`src/acr_consts.svh`:
```
// Purpose: Offsets, field positions, reset values and counts of the channel-2 config bank.
// Assumes: Byte-wide register port with an 8-bit address.
// Notes: Definitions only.
`ifndef ACR_CONSTS_SVH
`define ACR_CONSTS_SVH
`define ACR_OFS_INPUT_SETUP 8'h55
`define ACR_OFS_VOLUME 8'h57
`define ACR_OFS_GAIN_TRIM 8'h58
`define ACR_OFS_PHASE_TRIM 8'h59
`define ACR_OFS_COPY_CTRL 8'h5a
`define ACR_RST_INPUT_SETUP 8'h00
`define ACR_RST_VOLUME 8'ha1
`define ACR_RST_GAIN_TRIM 8'h80
`define ACR_RST_PHASE_TRIM 8'h00
`define ACR_RST_COPY_CTRL 8'h00
`define ACR_MASK_INPUT_SETUP 8'hcf
`define ACR_MASK_VOLUME 8'hff
`define ACR_MASK_GAIN_TRIM 8'hf0
`define ACR_MASK_PHASE_TRIM 8'hfc
`define ACR_MASK_COPY_CTRL 8'h80
`define ACR_VOL_MUTE 8'h00
`define ACR_VOL_UNITY 8'ha1
`define ACR_TRIM_UNITY 4'h8
`define ACR_GAIN_W 9
`define ACR_DELAY_DEPTH 64
`endif

```
`src/acr_pkg.sv`:
```
// Purpose: Types shared by the channel-2 config bank.
// Assumes: Nothing beyond the constants header.
// Notes: Step codes are in half-decibel units relative to unity.
package acr_pkg;
  typedef logic [7:0] acr_byte_t;
  typedef logic signed [8:0] acr_step_t;
  typedef enum logic [1:0] {
    ACR_IN_DIFF = 2'h0,
    ACR_IN_SE = 2'h1
  } acr_input_e;
  typedef enum logic [1:0] {
    ACR_CPL_AC = 2'h0,
    ACR_CPL_DC = 2'h1
  } acr_coupling_e;
endpackage
```
`src/acr_ch2_config.sv`:
```
// Purpose: Channel-2 configuration registers and their effect on the channel data path.
// Assumes: Byte register port; mod_tick marks one modulator clock cycle; samples are 16-bit signed.
// Notes: Gain is applied as 6.0 dB shifts, up to five 1 dB multiplies and a tenth-decibel fine table.
`include "acr_consts.svh"

module acr_ch2_config
  import acr_pkg::*;
(
  input wire logic clk,
  input wire logic rst_b,
  input wire logic reg_wr,
  input wire logic reg_rd,
  input wire logic [7:0] reg_addr,
  input wire logic [7:0] reg_wdata,
  input wire logic mod_tick,
  input wire logic [15:0] ch1_filt_in,
  input wire logic [15:0] ch2_filt_in,
  input wire logic [15:0] ch3_filt_in,
  input wire logic sample_valid,
  output logic [7:0] reg_rdata,
  output logic [1:0] ch2_input_type,
  output logic [1:0] ch2_coupling_select,
  output logic ch2_range_select,
  output logic ch2_bandwidth_select,
  output logic [15:0] ch3_filt_sel,
  output logic [15:0] ch2_out,
  output logic ch2_out_valid
);
  acr_byte_t setup_ff, vol_ff, trim_ff, phase_ff, copy_ff;
  acr_byte_t nxt_setup, nxt_vol, nxt_trim, nxt_phase, nxt_copy;
  acr_byte_t rdata_ff, nxt_rdata;

  // Register writes; only implemented bits are stored so reserved ones read zero.
  always_comb begin
    nxt_setup = setup_ff;
    nxt_vol = vol_ff;
    nxt_trim = trim_ff;
    nxt_phase = phase_ff;
    nxt_copy = copy_ff;
    nxt_rdata = rdata_ff;
    if (reg_wr) begin
      unique case (reg_addr)
        `ACR_OFS_INPUT_SETUP: nxt_setup = reg_wdata & `ACR_MASK_INPUT_SETUP;
        `ACR_OFS_VOLUME: nxt_vol = reg_wdata & `ACR_MASK_VOLUME;
        `ACR_OFS_GAIN_TRIM: nxt_trim = reg_wdata & `ACR_MASK_GAIN_TRIM;
        `ACR_OFS_PHASE_TRIM: nxt_phase = reg_wdata & `ACR_MASK_PHASE_TRIM;
        `ACR_OFS_COPY_CTRL: nxt_copy = reg_wdata & `ACR_MASK_COPY_CTRL;
        default: ;
      endcase
    end
    if (reg_rd) begin
      unique case (reg_addr)
        `ACR_OFS_INPUT_SETUP: nxt_rdata = setup_ff;
        `ACR_OFS_VOLUME: nxt_rdata = vol_ff;
        `ACR_OFS_GAIN_TRIM: nxt_rdata = trim_ff;
        `ACR_OFS_PHASE_TRIM: nxt_rdata = phase_ff;
        `ACR_OFS_COPY_CTRL: nxt_rdata = copy_ff;
        default: nxt_rdata = 8'h00;
      endcase
    end
  end

  always_ff @(posedge clk) begin
    if (!rst_b) begin
      setup_ff <= `ACR_RST_INPUT_SETUP;
      vol_ff <= `ACR_RST_VOLUME;
      trim_ff <= `ACR_RST_GAIN_TRIM;
      phase_ff <= `ACR_RST_PHASE_TRIM;
      copy_ff <= `ACR_RST_COPY_CTRL;
      rdata_ff <= 8'h00;
    end else begin
      setup_ff <= nxt_setup;
      vol_ff <= nxt_vol;
      trim_ff <= nxt_trim;
      phase_ff <= nxt_phase;
      copy_ff <= nxt_copy;
      rdata_ff <= nxt_rdata;
    end
  end

  // Analog front-end controls; reserved codes pass through so the analog side can flag them.
  logic [1:0] in_type_ff, nxt_in_type, cpl_ff, nxt_cpl;
  logic range_ff, nxt_range, bw_ff, nxt_bw;
  logic [15:0] ch3_sel_ff, nxt_ch3_sel;

  always_comb begin
    nxt_in_type = setup_ff[7:6];
    nxt_cpl = setup_ff[3:2];
    nxt_range = setup_ff[1];
    nxt_bw = setup_ff[0];
    nxt_ch3_sel = copy_ff[7] ? ch1_filt_in : ch3_filt_in;
  end

  always_ff @(posedge clk) begin
    if (!rst_b) begin
      in_type_ff <= 2'h0;
      cpl_ff <= 2'h0;
      range_ff <= 1'b0;
      bw_ff <= 1'b0;
      ch3_sel_ff <= 16'h0000;
    end else begin
      in_type_ff <= nxt_in_type;
      cpl_ff <= nxt_cpl;
      range_ff <= nxt_range;
      bw_ff <= nxt_bw;
      ch3_sel_ff <= nxt_ch3_sel;
    end
  end

  // Phase trim: a circular buffer written every modulator tick, read back code ticks later.
  logic [5:0] wptr_ff, nxt_wptr;
  logic [15:0] held_ff, nxt_held;
  logic [15:0] mem_rd;
  logic [5:0] rd_addr;
  logic [5:0] phase_code;

  assign phase_code = phase_ff[7:2];
  // The read is registered on the same tick that writes the newest sample, so the slot
  // code places behind the one being written holds the sample that is code ticks old, or 64 ticks old for code 0.
  assign rd_addr = 6'(wptr_ff - phase_code);

  acr_delay_mem u_delay (
    .clk(clk),
    .rst_b(rst_b),
    .wr_en(mod_tick),
    .wr_addr(wptr_ff),
    .wr_data(ch2_filt_in),
    .rd_addr(rd_addr),
    .rd_data(mem_rd)
  );

  always_comb begin
    nxt_wptr = wptr_ff;
    nxt_held = held_ff;
    if (mod_tick) begin
      nxt_wptr = 6'(wptr_ff + 6'h01);
      nxt_held = ch2_filt_in;
    end
  end

  always_ff @(posedge clk) begin
    if (!rst_b) begin
      wptr_ff <= 6'h00;
      held_ff <= 16'h0000;
    end else begin
      wptr_ff <= nxt_wptr;
      held_ff <= nxt_held;
    end
  end

  logic [15:0] delayed;
  assign delayed = (phase_code == 6'h00) ? held_ff : mem_rd;

  // Gain: total step in tenths of a decibel, then a Q2.14 multiplier from tables.
  logic signed [11:0] tenth_db;
  logic signed [11:0] vol_tenths;
  logic signed [11:0] trim_tenths;
  logic [17:0] mult_q;

  // Total in 0.1 dB units: volume (code-161)*5 plus trim (code-8).
  always_comb begin
    vol_tenths = 12'(($signed({4'h0, vol_ff}) - 12'sd161) * 12'sd5);
    trim_tenths = 12'($signed({8'h00, trim_ff[7:4]}) - 12'sd8);
    tenth_db = 12'(vol_tenths + trim_tenths);
  end

  // 10^(x/200) in Q2.14 for x in 0..9 tenths, the remainder of a 1 dB octave-free split.
  function automatic logic [17:0] frac_gain(input logic [3:0] idx);
    logic [17:0] g;
    g = 18'h04000;
    unique case (idx)
      4'h0: g = 18'h04000;
      4'h1: g = 18'h040be;
      4'h2: g = 18'h0417e;
      4'h3: g = 18'h04240;
      4'h4: g = 18'h04304;
      4'h5: g = 18'h043cb;
      4'h6: g = 18'h04494;
      4'h7: g = 18'h0455f;
      4'h8: g = 18'h0462d;
      4'h9: g = 18'h046fd;
      default: g = 18'h04000;
    endcase
    return g;
  endfunction

  // Gain is split into 6.02 dB octaves approximated as 6.0 dB (shift), up to five 1 dB multiplies and a 0.1 dB fine table.
  logic signed [11:0] shift_amt;
  logic [5:0] rem_tenths;
  logic signed [11:0] base_oct;
  always_comb begin
    base_oct = 12'((tenth_db + 12'sd1200) / 12'sd60);
    shift_amt = 12'(base_oct - 12'sd20);
    rem_tenths = 6'((tenth_db + 12'sd1200) - base_oct * 12'sd60);
    mult_q = frac_gain(4'(rem_tenths % 6'd10));
    for (int i = 0; i < 5; i++) begin
      if (6'(i + 1) <= rem_tenths / 6'd10) begin
        mult_q = 18'((36'(mult_q) * 36'h0000047cf) >> 14);
      end
    end
  end

  logic signed [15:0] out_ff, nxt_out;
  logic vld_ff, nxt_vld;
  logic signed [35:0] prod;
  logic signed [35:0] scaled;

  always_comb begin
    prod = $signed(delayed) * $signed({1'b0, mult_q});
    scaled = prod >>> 14;
    if (shift_amt >= 0) begin
      scaled = scaled <<< shift_amt[3:0];
    end else begin
      scaled = scaled >>> (-shift_amt);
    end
    nxt_vld = sample_valid;
    nxt_out = out_ff;
    if (sample_valid) begin
      if (vol_ff == `ACR_VOL_MUTE) begin
        nxt_out = 16'sh0000;
      end else if (scaled > 36'sh00007fff) begin
        nxt_out = 16'sh7fff;
      end else if (scaled < -36'sh00008000) begin
        nxt_out = 16'sh8000;
      end else begin
        nxt_out = scaled[15:0];
      end
    end
  end

  always_ff @(posedge clk) begin
    if (!rst_b) begin
      out_ff <= 16'sh0000;
      vld_ff <= 1'b0;
    end else begin
      out_ff <= nxt_out;
      vld_ff <= nxt_vld;
    end
  end

  assign reg_rdata = rdata_ff;
  assign ch2_input_type = in_type_ff;
  assign ch2_coupling_select = cpl_ff;
  assign ch2_range_select = range_ff;
  assign ch2_bandwidth_select = bw_ff;
  assign ch3_filt_sel = ch3_sel_ff;
  assign ch2_out = out_ff;
  assign ch2_out_valid = vld_ff;
endmodule // acr_ch2_config

```
`src/acr_delay_mem.sv`:
```
// Purpose: Sample delay line for the channel-2 phase trim.
// Assumes: One write and one read per modulator tick.
// Notes: Read data comes from a register.
module acr_delay_mem
  import acr_pkg::*;
(
  input wire logic clk,
  input wire logic rst_b,
  input wire logic wr_en,
  input wire logic [5:0] wr_addr,
  input wire logic [15:0] wr_data,
  input wire logic [5:0] rd_addr,
  output logic [15:0] rd_data
);
  logic [15:0] mem_ff [0:63];
  logic [15:0] nxt_rd_data;
  logic [15:0] rd_data_ff;

  always_comb begin
    nxt_rd_data = rd_data_ff;
    if (wr_en) begin
      nxt_rd_data = mem_ff[rd_addr];
    end
  end

  always_ff @(posedge clk) begin
    if (wr_en) begin
      mem_ff[wr_addr] <= wr_data;
    end
  end

  always_ff @(posedge clk) begin
    if (!rst_b) begin
      rd_data_ff <= 16'h0000;
    end else begin
      rd_data_ff <= nxt_rd_data;
    end
  end

  assign rd_data = rd_data_ff;
endmodule // acr_delay_mem

```
`config.mk`:
```
export PLATFORM = sky130hd
export DESIGN_NAME = acr_ch2_config
export DESIGN_NICKNAME = d
export VERILOG_FILES = /design/src/acr_pkg.sv /design/src/acr_ch2_config.sv /design/src/acr_delay_mem.sv
export VERILOG_INCLUDE_DIRS = /design/src
export SDC_FILE = /design/constraint.sdc
export NUM_CORES = 2
export LEC_CHECK = 0
export ABC_CLOCK_PERIOD_IN_PS = 54800
export CAP_MARGIN = 10
export CORE_UTILIZATION = 59
export DETAILED_ROUTE_END_ITERATION = 10
export DONT_BUFFER_PORTS = 1
export PLACE_DENSITY = 0.78
export SLEW_MARGIN = 10
export SYNTH_ARGS = -nofsm -noshare
export SYNTH_HDL_FRONTEND = slang
export SYNTH_SLANG_ARGS = --single-unit
```
`constraint.sdc`:
```
create_clock -name clk -period 54.8 [get_ports clk]
set_clock_uncertainty 0.1 [all_clocks]
set_input_delay 10.96 -clock clk [delete_from_list [all_inputs] [get_ports clk]]
set_output_delay 10.96 -clock clk [all_outputs]
set_load 0.005 [all_outputs]
```
# == Yosys cells after proc, flatten, opt, wreduce, memory -nomap -nowiden ==
# Memories as Yosys holds them, arrays and structs flattened. A register that Yosys moved wholly into a read port is not among the register bits.
# Index checks and enable logic that the tools add are counted.
# classes
mul,8
n_eq_ne,5
n_reduce_logical,8
div,3
n_lt_le_gt_ge,8
n_addsub,9
muxes,14
shifts,2
# ops
operator,n
"18-bit by 15-bit multiplier with 32-bit output, second input constant",5
18-bit 2-to-1 mux,5
16-bit 2-to-1 mux,5
"8-bit by 7-bit equality test with 1-bit output, second input constant",5
8-bit one-hot mux with 5 select lines,1
"36-bit by 16-bit greater-than comparator with 1-bit output, second input constant",1
"36-bit by 16-bit less-than comparator with 1-bit output, second input constant",1
36-bit 2-to-1 mux,1
21-bit by 4-bit <<< shifter with 36-bit output,1
21-bit by 12-bit >>> shifter with 36-bit output,1
16-bit by 19-bit multiplier with 35-bit output,1
"12-bit adder, second input constant",1
12-bit by 5-bit adder with 12-bit output,1
"12-bit by 7-bit divider with 12-bit output, second input constant",1
"12-bit by 1-bit >= comparator with 1-bit output, second input constant",1
"2-bit by 6-bit less-or-equal comparator with 1-bit output, first input constant",2
"3-bit by 6-bit less-or-equal comparator with 1-bit output, first input constant",2
"12-bit by 5-bit multiplier with 4-bit output, second input constant",1
"9-bit by 4-bit multiplier with 12-bit output, second input constant",1
12-bit negator,1
"12-bit by 6-bit subtractor with 12-bit output, second input constant",1
6-bit subtractor,2
2-bit AND reduction,5
"8-bit by 8-bit subtractor with 9-bit output, second input constant",1
other kinds (9),10
# totals
mem_bits_ro,176
ff_bits,94
word_cells,74
in_bits,70
ram_bits,1024
n_memories,2
out_inout_bits,47
# mem_list
memory,depth,word_bits,read_ports,rd_ports_with_merged_regs,write_ports,line_no,source
u_delay.mem_ff,64,16,1,1,1,acr_delay_mem.sv:15,logic [15:0] mem_ff [0:63];
(name not given),16,11,1,0,0,acr_ch2_config.sv:171,unique case (idx)

# == Logic depth before layout (Yosys ltp) ==
# An unclocked memory read counts as a cell.
# logic_depth
ltp_word,26
mapped_depth,239
depth_no_buf,229

# == By module ==
# A second synthesis with hierarchy kept.
# unflattened
hier_cells,7011
hier_area_um2,83162.3
# by_module_without_submodules
module,area_per_inst_um2,cells_per_inst,seq_area_each_um2,instances
acr_ch2_config,43000.0,4974,1881.8,1
acr_delay_mem,40162.3,2037,31069.8,1

# == Least setup slack after synthesis ==
# Ideal clock, no wire load.
# synth_timing
path_type,reg-to-reg
start,register vol_ff[0]
end,"register out_ff[11], in the netlist ch2_out[11]"
setup_time_ns,0.139
arrival_ns,52.005
period_less_slack_ns,52.244
t_required_ns,54.561
setup_slack_ns,2.556
path_stages_with_launch,215
path_cell_list,dfxtp_1 inv_1 ha_1 nand2_1 nand2_1 inv_1 o21ai_0 ha_1 inv_1 fa_1 fa_1 inv_1 ha_1 a211oi_1 nor3b_1 a311oi_2 xnor2_2 or3_4 [179 not listed] o21ai_0 and2_1 o21ai_0 nand2b_1 a21oi_1 o21bai_1 a31o_2 a21oi_1 mux2i_1 inv_1 mux4_2 o21a_1 nor4_2 and3_1 nand4_1 o31ai_4 buf_4 o311ai_1
# synth_between
elab_chain_cells,26
elab_cells_between_ends,38
# synth_rtl
item,line_no,source
"start, declared",acr_ch2_config.sv:29,"acr_byte_t setup_ff, vol_ff, trim_ff, phase_ff, copy_ff;"
"start signal, assigned",acr_ch2_config.sv:66,vol_ff <= `ACR_RST_VOLUME;
"start signal, assigned",acr_ch2_config.sv:73,vol_ff <= nxt_vol;
8-bit by 8-bit subtractor with 9-bit output,acr_ch2_config.sv:162,"vol_tenths = 12'(($signed({4'h0, vol_ff}) - 12'sd161) * 12'sd5);"
9-bit by 4-bit multiplier with 12-bit output,acr_ch2_config.sv:162,
12-bit by 5-bit adder with 12-bit output,acr_ch2_config.sv:164,tenth_db = 12'(vol_tenths + trim_tenths);
12-bit adder,acr_ch2_config.sv:194,rem_tenths = 6'((tenth_db + 12'sd1200) - base_oct * 12'sd60);
12-bit by 7-bit divider with 12-bit output,acr_ch2_config.sv:192,base_oct = 12'((tenth_db + 12'sd1200) / 12'sd60);
12-bit by 5-bit multiplier with 4-bit output,acr_ch2_config.sv:194,
6-bit subtractor,acr_ch2_config.sv:194,
6-bit by 4-bit remainder unit with 6-bit output,acr_ch2_config.sv:195,mult_q = frac_gain(4'(rem_tenths % 6'd10));
[10 not listed],n/a,
18-bit 2-to-1 mux,acr_ch2_config.sv:197,if (6'(i + 1) <= rem_tenths / 6'd10) begin
16-bit by 19-bit multiplier with 35-bit output,acr_ch2_config.sv:209,"prod = $signed(delayed) * $signed({1'b0, mult_q});"
21-bit by 12-bit >>> shifter with 36-bit output / 21-bit by 4-bit <<< shifter with 36-bit output (equally long branches),"acr_ch2_config.sv:214, acr_ch2_config.sv:212",
36-bit 2-to-1 mux,acr_ch2_config.sv:211,if (shift_amt >= 0) begin
36-bit by 16-bit less-than comparator with 1-bit output,acr_ch2_config.sv:223,end else if (scaled < -36'sh00008000) begin
16-bit 2-to-1 mux,acr_ch2_config.sv:223,
16-bit 2-to-1 mux,acr_ch2_config.sv:221,end else if (scaled > 36'sh00007fff) begin
16-bit 2-to-1 mux *,acr_ch2_config.sv:219,if (vol_ff == `ACR_VOL_MUTE) begin
"end signal, assigned",acr_ch2_config.sv:236,out_ff <= nxt_out;
"end, declared",acr_ch2_config.sv:203,"logic signed [15:0] out_ff, nxt_out;"
# Mark *: on every way between the ends. The rest lies on a longest branch, timed or not.
# A chain may end at the register's enable or synchronous reset.

# == Final worst setup path ==
# layout_timing
start,register vol_ff[0]
end,"register out_ff[2], in the netlist ch2_out[2]"
# The elaborated chain is that of the path after synthesis.

==> metrics <==
status finished, final reports clean; share of layout cells above drive strength 1 12.7%; post-synth top area share 37.7%; clock sinks 1134; Worst path most repeated cell fa_1; Vias 52.9k; Post-Route WL 218000 µm; Placed Instances 8178; sequential area share after synthesis 40.4%; post-DP HPWL 149000 µm; Buf/Inv on CP 33; total stage count of the critical path 215; site row count 136; Crit Path Class register to register; Slew Limit Fails 0; Final Non-Filler Cells 8395; count of cell types in the netlist 115; number of DRC markers in iteration 0 5097; maxcap violations 0; placed inst area 84300 µm²; worst rel slew slack 8.19%; Primary FF master, synth edfxtp_1; synthesis-to-finish area growth 8.21%; post-layout instance area 88300 µm²; storage element area 33000 µm²; Synth Area per Inst 12.7 µm²; Post-route DRC 0; hold depth 1; core area 137000 µm²; Reg2Reg Depth 215; CTS Hold Bufs 0; setup violators final 0; CTS root buffer clkbuf_16; Tcrit/Tclk final 95.4%; worst min path class register to register; Hold Startpoint setup_ff[7]$_SDFFE_PN0P_; final hold slack 0.360 ns; final hold vios 0; gr usage total 31.7%; vias in the first global route 55.4k; nets@finish 7971; asr flop ratio synth 0%; H-tree Lvls 3; Top Ports 117; worst skew pair latency 0.77 ns; Pre-antenna DRT Iters 9; post-DR wirelength/cell 26.0 µm; Max Fclk 0.0191 GHz; CP startpoint vol_ff[0]$_SDFFE_PN1P_; synth top area cells edfxtp_1, fa_1, ha_1, mux4_2, inv_1; synthesized area 81600 µm²; Fin Setup TNS 0 ns; Critical-path top delay cell o311ai_1; Fillers 9904; CTS tree built; starting density of the core 59.5%; post-synth net total 7913; yosys warns 0; GRT overflow 0; total CTS buffers 106; Buffers on Ports 0; DIE AREA 140000 µm²; Die Ht 374 µm; Startpoint Class register; via density per instance 6.30; DRT antenna net count 0; area of the multi-input gates 44700 µm²; Worst EP required 55.33 ns; pin count of the biggest net entering global routing 97; Final GP Congestion 0.958; clock-pin slew on the worst setup and hold paths 0.06 ns; Clock Path Buffers 3; Synth area leader edfxtp_1; Synth Instances 6454; number of synthesized flops with an enable pin 1024; Crit. End Element register; Slew @ Worst Pin 1.36 ns; fin crit period 52.29 ns; Max stage delay on crit path 1.10 ns; CP max FO 15; Worst Path Arrival 52.82 ns; worst r2r src vol_ff[0]$_SDFFE_PN1P_; width of the die 374 µm; global-route wire length before repair 335000 µm; initial antenna violation count 5; Synth Register Bits 1134; family with the most delay on the worst path adder cells
-- sequential cells by signal (all words and copies together), names as in the netlist --
name and cells:
ch2_bandwidth_select 1, ch2_coupling_select 2, ch2_input_type 2, ch2_out 16, ch2_out_valid 1, ch2_range_select 1
ch3_filt_sel 16, copy_ff 1, held_ff 16, phase_ff 6, reg_rdata 8, setup_ff 6
trim_ff 4, u_delay.mem_ff 1024, u_delay.rd_data 16, vol_ff 8, wptr_ff 6
-- worst paths after layout --
kind                                        to  slack [ns]
setup / recovery       ch2_out[2]$_SDFFE_PN0P_        2.51
hold / removal    ch2_input_type[1]$_SDFF_PN0_        0.36
setup reg to reg       ch2_out[2]$_SDFFE_PN0P_        2.51
hold reg to reg   ch2_input_type[1]$_SDFF_PN0_        0.36
-- metrics by stage --
step,util [%],setup WS [ns]
CTS,63.9,0.0436
global route,64.3,-0.112
detailed placement,61.4,0.0675
floorplan,-,2.56
global placement,61.4,1.16
finish,64.3,2.51
-- final cells by class --
class | instances | area share (%)
Antenna cell | 2 | 0.00566
Clock buffer | 129 | 3.15
Clock inverter | 66 | 0.796
Inverter | 974 | 4.14
Multi-Input combinational cell | 4124 | 50.6
Sequential cell | 1134 | 37.3
Tap cell | 1794 | 2.54
Timing Repair Buffer | 172 | 1.48
-- layer usage --
| metal | share of wire, % | GRT usage (%) | routed length [µm] |
|---|---|---|---|
| met2 | 50 | 54.0 | 108000 |
| met3 | 8.3 | 5.67 | 18100 |
| met5 | 0.011 | 0 | 23 |
| met4 | 4.5 | 13.0 | 9820 |
| met1 | 37 | 40.2 | 81700 |
-- synth_stat cells (12+ instances only) --
master and n:
a21oi_1 199, a21boi_0 26, a211oi_1 50, o21a_1 34, and2_1 52, o21ai_0 105
a31oi_1 22, nor3_1 68, a22oi_1 17, ha_1 740, clkbuf_1 178, buf_1 33
nand4_1 20, o211ai_1 42, o31ai_1 20, o21bai_1 35, nand2b_1 27, nand3_1 71
or2_2 28, fa_1 649, nor2b_1 91, a21o_1 73, and3_1 17, xnor2_1 111
nor3b_1 12, mux4_2 321, o22ai_1 26, nor2_1 404, dfxtp_1 110, inv_1 974
edfxtp_1 1024, mux2i_1 118, xor2_1 47, mux2_2 31, nand2_1 405, or3_1 27
o21ai_1 19
-- worst reg2reg max path: cells and delay by family, from the launching register on --
kind | cells | cell delay, ns
AO/OA/AOI/OAI | 97 | 20.38
XOR/XNOR | 9 | 1.78
adder cells (fa/ha/maj) | 53 | 21.89
buffers and inverters | 33 | 2.95
flip-flops | 1 | 0.37
multiplexers | 1 | 0.32
AND/OR/NAND/NOR | 22 | 4.43
-- cell families after synthesis --
| logic type | synth area share (%) |
|---|---|
| AND/OR/NAND/NOR | 7.19 |
| flip-flops | 40.4 |
| XOR/XNOR | 1.87 |
| AO/OA/AOI/OAI | 6.96 |
| buffers and inverters | 5.52 |
| adder cells (fa/ha/maj) | 27.3 |
| multiplexers | 10.8 |
-- placed cells by master (no fill, tap or decap), types with 71 or more instances in the layout --
cell       Yosys  layout
mux2i_1      118     110
nor2b_1       91      91
inv_1        974     973
fa_1         649     648
mux4_2       321     321
a21oi_1      199     189
dfxtp_1      110     109
nand3_1       71      71
ha_1         740     738
clkbuf_16      0     106
a21o_1        73      72
buf_4          3     169
nand2_1      405     404
o21ai_0      105      98
nor2_1       404     400
edfxtp_1    1024    1024
xnor2_1      111     104
-- what timing repair did --
action                     4_1_cts  5_1_grt
setup buffers                    0       20
gates resized for setup          1       89
pin swaps                        0       10
setup endpoints to repair        1       16
Power is not shown: default switching activity piles up to over one toggle a cycle in this logic, so the estimate is an artifact.
